==> config.mk <==
export PLATFORM = sky130hd
export DESIGN_NAME = ssf_status_regs
export DESIGN_NICKNAME = d
export VERILOG_FILES = /design/src/hdl/ssf_pkg.sv /design/src/hdl/ssf_fifo_level.sv /design/src/hdl/ssf_status_regs.sv
export VERILOG_INCLUDE_DIRS = /design/src /design/src/hdl
export SDC_FILE = /design/constraint.sdc
export NUM_CORES = 1
export LEC_CHECK = 0
export ABC_AREA = 1
export BUFFER_PORTS_ARGS = -buffer_cell sky130_fd_sc_hd__buf_2
export CAP_MARGIN = 5
export CORE_ASPECT_RATIO = 0.9
export CORE_MARGIN = 8
export CORE_UTILIZATION = 40
export CTS_CLUSTER_SIZE = 25
export DETAILED_ROUTE_END_ITERATION = 16
export GPL_ROUTABILITY_DRIVEN = 0
export MAX_ROUTING_LAYER = met4
export PLACE_DENSITY = 0.73
export SLEW_MARGIN = 20
export SYNTH_ARGS = -nofsm -noshare
export SYNTH_HDL_FRONTEND = slang
export SYNTH_HIERARCHICAL = 1
export SYNTH_SLANG_ARGS = --single-unit
==> constraint.sdc <==
create_clock -name clk -period 2.4 [get_ports clk]
set_clock_uncertainty 0.2 [all_clocks]
set_input_delay 0.48 -clock clk [delete_from_list [all_inputs] [get_ports clk]]
set_output_delay 0.48 -clock clk [all_outputs]
set_load 0.05 [all_outputs]
==> src/hdl/ssf_params.svh <==
// Offsets, field positions, reset values and sizes for the sensor status flags
`ifndef SSF_PARAMS_SVH
`define SSF_PARAMS_SVH
`define SSF_ADDR_FIFO_STAT   8'h26
`define SSF_ADDR_READY_STAT  8'h27
`define SSF_ADDR_PRESS_HIGH  8'h2A
`define SSF_ADDR_TEMP_HIGH   8'h2C
`define SSF_ADDR_IRQ_STAT    8'h30
`define SSF_ADDR_IRQ_MASK    8'h31
`define SSF_ADDR_FIFO_THR    8'h32
`define SSF_BIT_WATERMARK    7
`define SSF_BIT_OVERWRITE    6
`define SSF_BIT_TEMP_OVR     5
`define SSF_BIT_PRESS_OVR    4
`define SSF_BIT_TEMP_NEW     1
`define SSF_BIT_PRESS_NEW    0
`define SSF_FIFO_FULL        6'h20
`define SSF_RESET_BYTE       8'h00
`endif

==> src/hdl/ssf_pkg.sv <==
// Types shared by the sensor status flag block
package ssf_pkg;
  typedef struct packed {
    logic [7:0] addr;
    logic [7:0] wdata;
    logic       wr;
    logic       rd;
  } ssf_bus_req_t;

  typedef struct packed {
    logic       press_new;
    logic       temp_new;
    logic       push;
    logic       pop;
  } ssf_event_t;
endpackage

==> src/hdl/ssf_fifo_level.sv <==
// Fill level tracker of the sample FIFO with watermark and overwrite flags
`timescale 1ns/100ps
`include "ssf_params.svh"
module ssf_fifo_level (
  // Clock and reset
  input  wire logic       clk,
  input  wire logic       rst,
  // Sample events
  input  wire logic       push,
  input  wire logic       pop,
  input  wire logic [5:0] threshold,
  // Status byte
  output logic [7:0]      status
);
  typedef struct packed {
    logic [5:0] count;
    logic       ovr;
    logic [7:0] status;
  } ssf_lvl_state_t;

  ssf_lvl_state_t s_q;
  ssf_lvl_state_t s_d;

  always_comb begin
    s_d = s_q;
    if (push && !pop) begin
      if (s_q.count == `SSF_FIFO_FULL) begin
        s_d.ovr = 1'b1;
      end else begin
        s_d.count = s_q.count + 6'h01;
      end
    end else if (pop && !push && s_q.count != 6'h00) begin
      s_d.count = s_q.count - 6'h01;
      s_d.ovr   = 1'b0;
    end
    s_d.status[5:0] = s_d.count;
    s_d.status[`SSF_BIT_OVERWRITE] = s_d.ovr && s_d.count == `SSF_FIFO_FULL;
    // Empty FIFO never shows the watermark
    s_d.status[`SSF_BIT_WATERMARK] = (s_d.count != 6'h00 && s_d.count >= threshold)
                                     || s_d.ovr;
  end

  always_ff @(posedge clk) begin
    if (rst) begin
      s_q <= '0;
    end else begin
      s_q <= s_d;
    end
  end

  assign status = s_q.status;

  a_ovr_full: assert property (@(posedge clk) disable iff (rst)
    status[`SSF_BIT_OVERWRITE]
    |-> status[5:0] == 6'h20 && status[7])
    else $error("overwrite flag without full count");
  a_count_max: assert property (@(posedge clk) disable iff (rst)
    status[5:0] <= 6'h20)
    else $error("unread count above full");
endmodule

==> src/hdl/ssf_status_regs.sv <==
// Function
// - watermark flag set when count reaches threshold
// - overwrite flag only when full and overwritten
// - bits 5..0 hold unread sample count
// - overwrite shows both flags and full count
// - new flags set only on a rate cycle with a new sample
// - pressure overrun on unread sample; cleared by read
// - temperature overrun on unread sample
// - temperature new flag; cleared by high read
// - pressure new flag; cleared by high read
`timescale 1ns/100ps
`include "ssf_params.svh"
module ssf_status_regs (
  // Clock and reset
  input  wire logic       clk,
  input  wire logic       rst,
  // Register port
  input  wire logic [7:0] addr,
  input  wire logic [7:0] wdata,
  input  wire logic       wr,
  input  wire logic       rd,
  output logic [7:0]      rdata,
  // Sample events from the conversion logic
  input  wire logic       output_rate_cycle,
  input  wire logic       press_new,
  input  wire logic       temp_new,
  input  wire logic       fifo_push,
  input  wire logic       fifo_pop,
  // Interrupt
  output logic            irq
);
  typedef struct packed {
    logic [7:0] ready;
    logic [7:0] istat;
    logic [7:0] imask;
    logic [5:0] thr;
    logic [7:0] rdata;
  } ssf_state_t;

  ssf_state_t       s_q;
  ssf_state_t       s_d;
  ssf_pkg::ssf_bus_req_t req;
  ssf_pkg::ssf_event_t   evt;
  logic [7:0]       fifo_status;

  assign req = '{addr: addr, wdata: wdata, wr: wr, rd: rd};
  // Sample events of one rate cycle
  assign evt = '{press_new: press_new, temp_new: temp_new, push: fifo_push, pop: fifo_pop};

  ssf_fifo_level u_level (
    .clk       (clk),
    .rst       (rst),
    .push      (evt.push),
    .pop       (evt.pop),
    .threshold (s_q.thr),
    .status    (fifo_status)
  );

  function automatic logic [7:0] ssf_read_mux(input ssf_state_t s, input logic [7:0] a,
                                              input logic [7:0] f);
    case (a)
      `SSF_ADDR_FIFO_STAT:  ssf_read_mux = f;
      `SSF_ADDR_READY_STAT: ssf_read_mux = s.ready;
      `SSF_ADDR_IRQ_STAT:   ssf_read_mux = s.istat;
      `SSF_ADDR_IRQ_MASK:   ssf_read_mux = s.imask;
      `SSF_ADDR_FIFO_THR:   ssf_read_mux = {2'b00, s.thr};
      default:              ssf_read_mux = `SSF_RESET_BYTE;
    endcase
  endfunction

  // Strobe hitting one address
  function automatic logic ssf_hit(input logic strobe, input logic [7:0] a,
                                   input logic [7:0] target);
    ssf_hit = strobe && a == target;
  endfunction

  logic p_clr;
  logic t_clr;
  logic p_evt;
  logic t_evt;
  logic [7:0] ev_bits;

  assign p_clr = ssf_hit(req.rd, req.addr, `SSF_ADDR_PRESS_HIGH);
  assign t_clr = ssf_hit(req.rd, req.addr, `SSF_ADDR_TEMP_HIGH);
  assign p_evt = output_rate_cycle && evt.press_new;
  assign t_evt = output_rate_cycle && evt.temp_new;

  always_comb begin
    s_d = s_q;
    // Reads clear first, new samples override
    if (p_clr) begin
      s_d.ready[`SSF_BIT_PRESS_NEW] = 1'b0;
      s_d.ready[`SSF_BIT_PRESS_OVR] = 1'b0;
    end
    if (t_clr) begin
      s_d.ready[`SSF_BIT_TEMP_NEW] = 1'b0;
      s_d.ready[`SSF_BIT_TEMP_OVR] = 1'b0;
    end
    if (p_evt) begin
      if (s_q.ready[`SSF_BIT_PRESS_NEW] && !p_clr) begin
        s_d.ready[`SSF_BIT_PRESS_OVR] = 1'b1;
      end
      s_d.ready[`SSF_BIT_PRESS_NEW] = 1'b1;
    end
    if (t_evt) begin
      if (s_q.ready[`SSF_BIT_TEMP_NEW] && !t_clr) begin
        s_d.ready[`SSF_BIT_TEMP_OVR] = 1'b1;
      end
      s_d.ready[`SSF_BIT_TEMP_NEW] = 1'b1;
    end
    s_d.ready[7:6] = 2'b00;
    s_d.ready[3:2] = 2'b00;
    // Interrupt status, write one clears, set wins
    if (ssf_hit(req.wr, req.addr, `SSF_ADDR_IRQ_STAT)) begin
      s_d.istat = s_q.istat & ~req.wdata;
    end
    if (ssf_hit(req.wr, req.addr, `SSF_ADDR_IRQ_MASK)) begin
      s_d.imask = req.wdata;
    end
    if (ssf_hit(req.wr, req.addr, `SSF_ADDR_FIFO_THR)) begin
      s_d.thr = req.wdata[5:0];
    end
    ev_bits = '0;
    ev_bits[`SSF_BIT_PRESS_NEW] = p_evt;
    ev_bits[`SSF_BIT_TEMP_NEW]  = t_evt;
    ev_bits[`SSF_BIT_PRESS_OVR] = s_d.ready[`SSF_BIT_PRESS_OVR] & ~s_q.ready[`SSF_BIT_PRESS_OVR];
    ev_bits[`SSF_BIT_TEMP_OVR]  = s_d.ready[`SSF_BIT_TEMP_OVR] & ~s_q.ready[`SSF_BIT_TEMP_OVR];
    ev_bits[`SSF_BIT_WATERMARK] = fifo_status[`SSF_BIT_WATERMARK];
    ev_bits[`SSF_BIT_OVERWRITE] = fifo_status[`SSF_BIT_OVERWRITE];
    s_d.istat = s_d.istat | ev_bits;
    s_d.rdata = req.rd ? ssf_read_mux(s_q, req.addr, fifo_status) : `SSF_RESET_BYTE;
  end

  always_ff @(posedge clk) begin
    if (rst) begin
      s_q <= '0;
    end else begin
      s_q <= s_d;
    end
  end

  assign rdata = s_q.rdata;
  assign irq   = |(s_q.istat & s_q.imask);

  // Status flag checks
  a_press_new_set: assert property (@(posedge clk) disable iff (rst)
    output_rate_cycle && press_new
    |=> s_q.ready[0])
    else $error("pressure new flag not set");

  a_temp_new_set: assert property (@(posedge clk) disable iff (rst)
    output_rate_cycle && temp_new
    |=> s_q.ready[1])
    else $error("temperature new flag not set");

  a_press_ovr_set: assert property (@(posedge clk) disable iff (rst)
    output_rate_cycle && press_new && s_q.ready[0] && !p_clr
    |=> s_q.ready[4])
    else $error("pressure overrun not set");

  a_temp_ovr_set: assert property (@(posedge clk) disable iff (rst)
    output_rate_cycle && temp_new && s_q.ready[1] && !t_clr
    |=> s_q.ready[5])
    else $error("temperature overrun not set");

  a_press_read_clr: assert property (@(posedge clk) disable iff (rst)
    p_clr && !p_evt
    |=> !s_q.ready[0] && !s_q.ready[4])
    else $error("pressure flags not cleared by read");

  a_temp_read_clr: assert property (@(posedge clk) disable iff (rst)
    t_clr && !t_evt
    |=> !s_q.ready[1] && !s_q.ready[5])
    else $error("temperature flags not cleared by read");

  a_press_both: assert property (@(posedge clk) disable iff (rst)
    p_evt && p_clr
    |=> s_q.ready[0] && !s_q.ready[4])
    else $error("pressure sample and read coincide wrongly");

  a_temp_both: assert property (@(posedge clk) disable iff (rst)
    t_evt && t_clr
    |=> s_q.ready[1] && !s_q.ready[5])
    else $error("temperature sample and read coincide wrongly");

  a_press_new_hold: assert property (@(posedge clk) disable iff (rst)
    s_q.ready[0] && !p_clr
    |=> s_q.ready[0])
    else $error("pressure new flag lost without read");

  a_temp_new_hold: assert property (@(posedge clk) disable iff (rst)
    s_q.ready[1] && !t_clr
    |=> s_q.ready[1])
    else $error("temperature new flag lost without read");

  a_press_ovr_hold: assert property (@(posedge clk) disable iff (rst)
    s_q.ready[4] && !p_clr
    |=> s_q.ready[4])
    else $error("pressure overrun lost without read");

  a_temp_ovr_hold: assert property (@(posedge clk) disable iff (rst)
    s_q.ready[5] && !t_clr
    |=> s_q.ready[5])
    else $error("temperature overrun lost without read");

  a_press_ovr_cause: assert property (@(posedge clk) disable iff (rst)
    !s_q.ready[4] && !(p_evt && s_q.ready[0] && !p_clr)
    |=> !s_q.ready[4])
    else $error("pressure overrun set without cause");

  a_temp_ovr_cause: assert property (@(posedge clk) disable iff (rst)
    !s_q.ready[5] && !(t_evt && s_q.ready[1] && !t_clr)
    |=> !s_q.ready[5])
    else $error("temperature overrun set without cause");

  a_no_spont_new: assert property (@(posedge clk) disable iff (rst)
    !s_q.ready[0] && !p_evt
    |=> !s_q.ready[0])
    else $error("pressure flag set without rate cycle");

  a_temp_no_spont: assert property (@(posedge clk) disable iff (rst)
    !s_q.ready[1] && !t_evt
    |=> !s_q.ready[1])
    else $error("temperature flag set without rate cycle");

  a_ready_quiet: assert property (@(posedge clk) disable iff (rst)
    !p_evt && !t_evt && !p_clr && !t_clr
    |=> $stable(s_q.ready))
    else $error("status changed without event or read");

  a_reserved_zero: assert property (@(posedge clk) disable iff (rst)
    rd && addr == 8'h27
    |=> rdata[7:6] == 2'b00 && rdata[3:2] == 2'b00)
    else $error("reserved status bits not zero");

  // Read path checks
  a_ready_readback: assert property (@(posedge clk) disable iff (rst)
    rd && addr == 8'h27
    |=> rdata == $past(s_q.ready))
    else $error("status readback wrong");

  a_fifo_readback: assert property (@(posedge clk) disable iff (rst)
    rd && addr == 8'h26
    |=> rdata == $past(fifo_status))
    else $error("fifo status readback wrong");

  a_istat_readback: assert property (@(posedge clk) disable iff (rst)
    rd && addr == 8'h30
    |=> rdata == $past(s_q.istat))
    else $error("interrupt status readback wrong");

  a_mask_readback: assert property (@(posedge clk) disable iff (rst)
    rd && addr == 8'h31
    |=> rdata == $past(s_q.imask))
    else $error("interrupt mask readback wrong");

  a_thr_readback: assert property (@(posedge clk) disable iff (rst)
    rd && addr == 8'h32
    |=> rdata == {2'b00, $past(s_q.thr)})
    else $error("threshold readback wrong");

  a_unmapped_zero: assert property (@(posedge clk) disable iff (rst)
    rd && !(addr inside {8'h26, 8'h27, 8'h30, 8'h31, 8'h32})
    |=> rdata == 8'h00)
    else $error("unmapped read not zero");

  a_rdata_idle: assert property (@(posedge clk) disable iff (rst)
    !rd
    |=> rdata == 8'h00)
    else $error("read data without read strobe");

  // FIFO flag checks
  a_watermark_level: assert property (@(posedge clk) disable iff (rst)
    fifo_status[5:0] >= s_q.thr && fifo_status[5:0] != 6'h00 && $stable(s_q.thr)
    |-> fifo_status[7])
    else $error("watermark flag missing");

  a_watermark_clear: assert property (@(posedge clk) disable iff (rst)
    fifo_status[5:0] < s_q.thr && !fifo_status[6] && $stable(s_q.thr)
    |-> !fifo_status[7])
    else $error("watermark flag below threshold");

  a_empty_no_mark: assert property (@(posedge clk) disable iff (rst)
    fifo_status[5:0] == 6'h00
    |-> !fifo_status[7])
    else $error("watermark flag on empty fifo");

  // Interrupt and threshold write checks
  a_istat_press_set: assert property (@(posedge clk) disable iff (rst)
    p_evt
    |=> s_q.istat[0])
    else $error("pressure event not latched");

  a_istat_press_ovr: assert property (@(posedge clk) disable iff (rst)
    p_evt && s_q.ready[0] && !p_clr && !s_q.ready[4]
    |=> s_q.istat[4])
    else $error("pressure overrun event not latched");

  a_istat_temp_ovr: assert property (@(posedge clk) disable iff (rst)
    t_evt && s_q.ready[1] && !t_clr && !s_q.ready[5]
    |=> s_q.istat[5])
    else $error("temperature overrun event not latched");

  a_istat_mark: assert property (@(posedge clk) disable iff (rst)
    fifo_status[7]
    |=> s_q.istat[7])
    else $error("watermark event not latched");

  a_istat_overwrite: assert property (@(posedge clk) disable iff (rst)
    fifo_status[6]
    |=> s_q.istat[6])
    else $error("overwrite event not latched");

  a_istat_sticky: assert property (@(posedge clk) disable iff (rst)
    s_q.istat[0] && !(wr && addr == 8'h30 && wdata[0])
    |=> s_q.istat[0])
    else $error("interrupt status lost without clear");

  a_istat_clear: assert property (@(posedge clk) disable iff (rst)
    wr && addr == 8'h30 && wdata[0] && !p_evt
    |=> !s_q.istat[0])
    else $error("interrupt status not cleared");

  a_mask_write: assert property (@(posedge clk) disable iff (rst)
    wr && addr == 8'h31
    |=> s_q.imask == $past(wdata))
    else $error("interrupt mask write lost");

  a_thr_write: assert property (@(posedge clk) disable iff (rst)
    wr && addr == 8'h32
    |=> s_q.thr == $past(wdata[5:0]))
    else $error("threshold write lost");

  a_irq_follows: assert property (@(posedge clk) disable iff (rst)
    p_evt && s_q.imask[0] && !(wr && addr == 8'h31)
    |=> irq)
    else $error("interrupt not raised");

  a_irq_quiet: assert property (@(posedge clk) disable iff (rst)
    !irq && ev_bits == 8'h00 && !(wr && addr == 8'h31)
    |=> !irq)
    else $error("interrupt raised without event");
endmodule
; Word-level counts from Yosys, hierarchy flattened
; Index checks and enable logic that the tools add are counted.
[op_classes]
addsub = 2
magnitude_cmp = 1
n_eq_ne = 9
n_mux = 16
bitwise_logic = 9
reduce_logical = 25
[op_table]
columns = operator, count
row1 = $eq A8 B6 Y1 const B, 7
row2 = $pmux W8 S5, 1
row3 = $and A8 B8 Y8, 2
row4 = $logic_and A1 B1 Y1, 14
row5 = $mux W7, 2
row6 = $eq A6 B6 Y1 const B, 2
row7 = $reduce_bool A6 Y1, 2
row8 = $mux W1, 11
row9 = $mux W8, 1
row10 = $not A8 Y8, 1
row11 = $or A8 B8 Y8, 1
row12 = $reduce_or A8 Y1, 1
row13 = $add A6 B1 Y6 const B, 1
row14 = $ge A6 B6 Y1, 1
row15 = $mux W6, 1
row16 = $sub A6 B1 Y6 const B, 1
row17 = $logic_not A1 Y1, 4
row18 = $reduce_bool A2 Y1, 2
row19 = $not A1 Y1, 3
row20 = $and A1 B1 Y1, 2
row21 = $reduce_or A2 Y1, 1
row22 = $logic_or A1 B1 Y1, 1
[word_totals]
regBits = 53
out_inout_bits = 9
word_cells = 73

; Longest topological paths before layout
[logic_depth]
depth_word = 8
ltp_mapped = 18

; By module
; The synthesis kept the hierarchy.
[by_module_without_submodules]
columns = mod, instances, cells_per_inst, area_per_inst_um2, seq_area_each_um2
row1 = ssf_status_regs, 1, 257, 1712.9, 680.7
row2 = ssf_fifo_level, 1, 142, 923.4, 180.2

; Worst setup path after synthesis
; No wires, ideal clock.
[synth_timing]
path_kind = reg2reg
from = register u_level/s_q[9] in the netlist's numbering
to = register u_level.s_q, in the netlist u_level/status[7]
arrival_ps = 2011
slack_ps = 76
stages_incl_launch_ff = 19
path_buffers = 0
cell_sequence = dfxtp_1 inv_1 ha_1 nand3_4 nand2_4 inv_2 nand2_1 nand2_1 nand2_1 and2_4 ha_1 nand2_1 inv_1 o211ai_1 o2111ai_1 nand2_1 inv_1 nand2_1 nand2_1
[synth_lines]
columns = element, line_no
row1 = "start, declared", ssf_fifo_level.sv:21  ; ssf_lvl_state_t s_q;
row2 = "start signal, assigned", ssf_fifo_level.sv:45  ; s_q <= '0;
row3 = "start signal, assigned", ssf_fifo_level.sv:47  ; s_q <= s_d;

==> run metrics <==
routed length per instance=12.5 um; number of iterations in the first detailed-routing pass=4; post-place setup slack=-0.0123 ns; Vias/cell=4.92; HPWL Detailed=approximately 5200 um; number of unique standard cell types used by synthesis=31; clock insertion delay at the later pin of the skew report=0.29 ns; compound-gate portion of the synthesized area=0.0788; drt total wl=about 6500 um; cell family with most CP delay=simple AND/OR/NAND/NOR gates; row count=28; run status=complete, no violations; Worst setup SP type=flip-flop; switching share of total power=0.300; fraction of the yosys area taken by sequential cells=0.327; fraction of the cycle the final worst path needs=0.951; area share of the leading cell type in the synthesized netlist=0.327; number of slew-limit violations in the final report=0; Clk pin slew, worst setup/hold paths=0.08 ns; simple-gate area share of the yosys netlist=0.408; Seq. cell area=863 um^2; data required time of the worst path=2.44 ns; number of violations reported at the end of detailed-routing iteration 0=191; area of the mapped netlist=between 2000 and 3000 um^2; series of cell instances along the critical path=buf_6, nand3_2, nor2_2, nand2_1, xor2_1, nand2_2, and2_4, ha_4, nand2_2, inv_1, nand4_1, o2111ai_1, nand2_1, inv_1, nand2_1, nand2_1; number of sinks on the clock net=43; post-route antenna net violation count=0; main combinational cell family by area after synthesis=simple AND/OR/NAND/NOR gates; Most Frequent Cell on Critical Path=sky130_fd_sc_hd__nand2_1; worst hold path type=in2reg; Leak Pwr=0.00143 uW; crit path setup slack, layout=about 0.12 ns; layout cell share with drive strength beyond 1=0.223; combinational share of power=0.241; die span in x=102 um; power consumption=roughly 1700 uW; # hold bufs at CTS=0; worst slew pin tran=between 0.4 and 0.5 ns; effective utilization at floorplan=0.407; Critical Path AT=2.32 ns; top library cells by usage in the layout, fill and taps aside=sky130_fd_sc_hd__nand2_1, sky130_fd_sc_hd__nand3_1, sky130_fd_sc_hd__dfxtp_1, sky130_fd_sc_hd__inv_1, sky130_fd_sc_hd__nor2_1; Congestion Overflow GR=0; leading post-synthesis cells by cell area=sky130_fd_sc_hd__dfxtp_1, sky130_fd_sc_hd__nand2_1, sky130_fd_sc_hd__nand3_1, sky130_fd_sc_hd__inv_1, sky130_fd_sc_hd__nor2_1; largest driver fanout on the critical path=5; Flop pwr share=0.458; antenna violations before repair=0; number of instances in the synthesized netlist=~400; die extent in y=between 90 and 100 um; IO Pins=34; average cell area after synthesis=6.61 um^2; largest stage delay on the critical path=0.35 ns; post-layout min period=roughly 2.3 ns; Non-Filler Instances=520; number of enable-type register cells in the synthesized netlist=0; via count of the first global-routing pass=2445; yosys warns=6; area of the die=9450 um^2; reg-to-reg setup timing slack=roughly 0.12 ns; internal portion of total power=1170 uW; final-report hold violation count=0; maximum ir drop on the vdd rail=0.000173 V; number of buffers between clock root and the deepest sink=2; share of the core filled with cells in the final layout=0.468; instance count after placement with tap cells included=511; core area=6480 um^2; number of input and output port buffers inserted=33; mux share of post-synthesis cell area=0; antenna cell count=0; nets@finish=463; max-cap violation count=0; number of H-tree levels=2; wire length of the first global-routing pass=around 11000 um; Finish-stage setup viols=0; switching power of the nets=roughly 500 uW; sum of buffers and inverters on the critical path=3; Async SR Flop Fraction=0; GRT Resource Usage Total=0.142; Total Negative Setup Slacks=0 ns; clock root buffer master=sky130_fd_sc_hd__clkbuf_8; total via count after detailed routing=around 2600; pin count of the biggest net entering global routing=20; Slew HR=0.704; TritonCTS clock tree=yes; critical path class=reg2reg; # fillers=669; areal power density over the cells=551 nW/um^2; crit path max-delay cell type=sky130_fd_sc_hd__dfxtp_2; clock share of power=0.301; Achievable Freq=between 0.4 and 0.5 GHz; number of buffers added by the clock tree synthesis step=5; cell type with the largest total area after synthesis=sky130_fd_sc_hd__dfxtp_1; xor and xnor area share after synthesis=0.0133; area taken by multi-input logic gates=approximately 1500 um^2; area share of fa/ha/maj cells after synthesis=0.0427; Syn-to-layout area delta=15.1%; #FFs+latches synth=43; Post-synth top flop=sky130_fd_sc_hd__dfxtp_1; most frequent standard cell in the layout excluding fill and tap cells=sky130_fd_sc_hd__nand2_1; remaining design rule violation count=0; kind of end point of the critical path=flip-flop; syn_nets=433
## logic make-up (layout without fill, tap and decap cells)
logic type / after synthesis / in the layout
AO/OA/AOI/OAI: 38 / 38
buffers and inverters: 71 / 102
XOR/XNOR: 4 / 4
flip-flops: 43 / 43
adder cells (fa/ha/maj): 9 / 9
AND/OR/NAND/NOR: 234 / 234
## cell usage after synthesis (all sizes together) (3+ instances only)
library cell,n
buf,20
dfxtp,43
a21oi,28
inv,48
nand2,119
clkbuf,3
nand4,7
o21ai,5
ha,9
nor2,47
nand3,57
## timing repair
| action | CTS | global route |
|---|---|---|
| endpoints found under the setup margin | 1 | 1 |
| pin swaps | 0 | 3 |
| endpoints found under the hold margin | 0 | 0 |
| resized for setup | 1 | 17 |
| buffers inserted | 0 | 1 |
## metal layers
layer  share of wire  GRT usage  vias up
met5               0          -        -
met4          0.0097     0.0397        0
met3           0.056     0.0275        5
met2            0.46      0.225       69
met1            0.47      0.178     1162
li1                -          -     1324
## power groups by stage
stage	Sequential, uW	Clock [uW]	Combinational [uW]
detailed placement	779	0	362
finish	765	503	403
CTS	762	510	365
floorplan	779	0	264
global route	770	542	451
global placement	778	0	353
## sequential cells by signal, indices dropped and copies added, names as in the netlist
| name | cells |
|---|---|
| rdata | 8 |
| s_q | 26 |
| u_level/s_q | 6 |
| u_level/status | 3 |
## worst reg2reg max path: stages (launching register included)
cell                        delay (ns)
sky130_fd_sc_hd__dfxtp_2          0.35
sky130_fd_sc_hd__buf_6            0.13
sky130_fd_sc_hd__nand3_2          0.09
sky130_fd_sc_hd__nor2_2           0.15
sky130_fd_sc_hd__nand2_1          0.08
sky130_fd_sc_hd__xor2_1           0.20
sky130_fd_sc_hd__nand2_2          0.07
sky130_fd_sc_hd__and2_4           0.18
sky130_fd_sc_hd__ha_4             0.26
sky130_fd_sc_hd__nand2_2          0.05
sky130_fd_sc_hd__inv_1            0.06
sky130_fd_sc_hd__nand4_1          0.09
sky130_fd_sc_hd__o2111ai_1        0.09
sky130_fd_sc_hd__nand2_1          0.08
sky130_fd_sc_hd__inv_1            0.06
sky130_fd_sc_hd__nand2_1          0.05
sky130_fd_sc_hd__nand2_1          0.05
## area by class of cell
class	instances	share of cell area
multi-input combinational	285	0.492
sequential	43	0.285
timing repair buffer	46	0.0944
inverter	48	0.0594
tap	90	0.0371
clock buffer	8	0.0330
## through the flow
step	instance area, um^2	hold slack [ns]
after floorplan	2640	0.245
after global placement	2850	0.260
after detailed placement	2850	0.275
after CTS	2960	0.269
after global routing	3030	0.281
final	3030	0.277
## path summary, 6_finish.rpt
kind	start	depth (start not counted)	end
max	u_level/s_q[9]	16	u_level/status[7]
min	temp_new	3	s_q[31]
max reg2reg	u_level/s_q[9]	16	u_level/status[7]
min reg2reg	s_q[25]	2	s_q[25]
(Power assumes the default switching activity.)
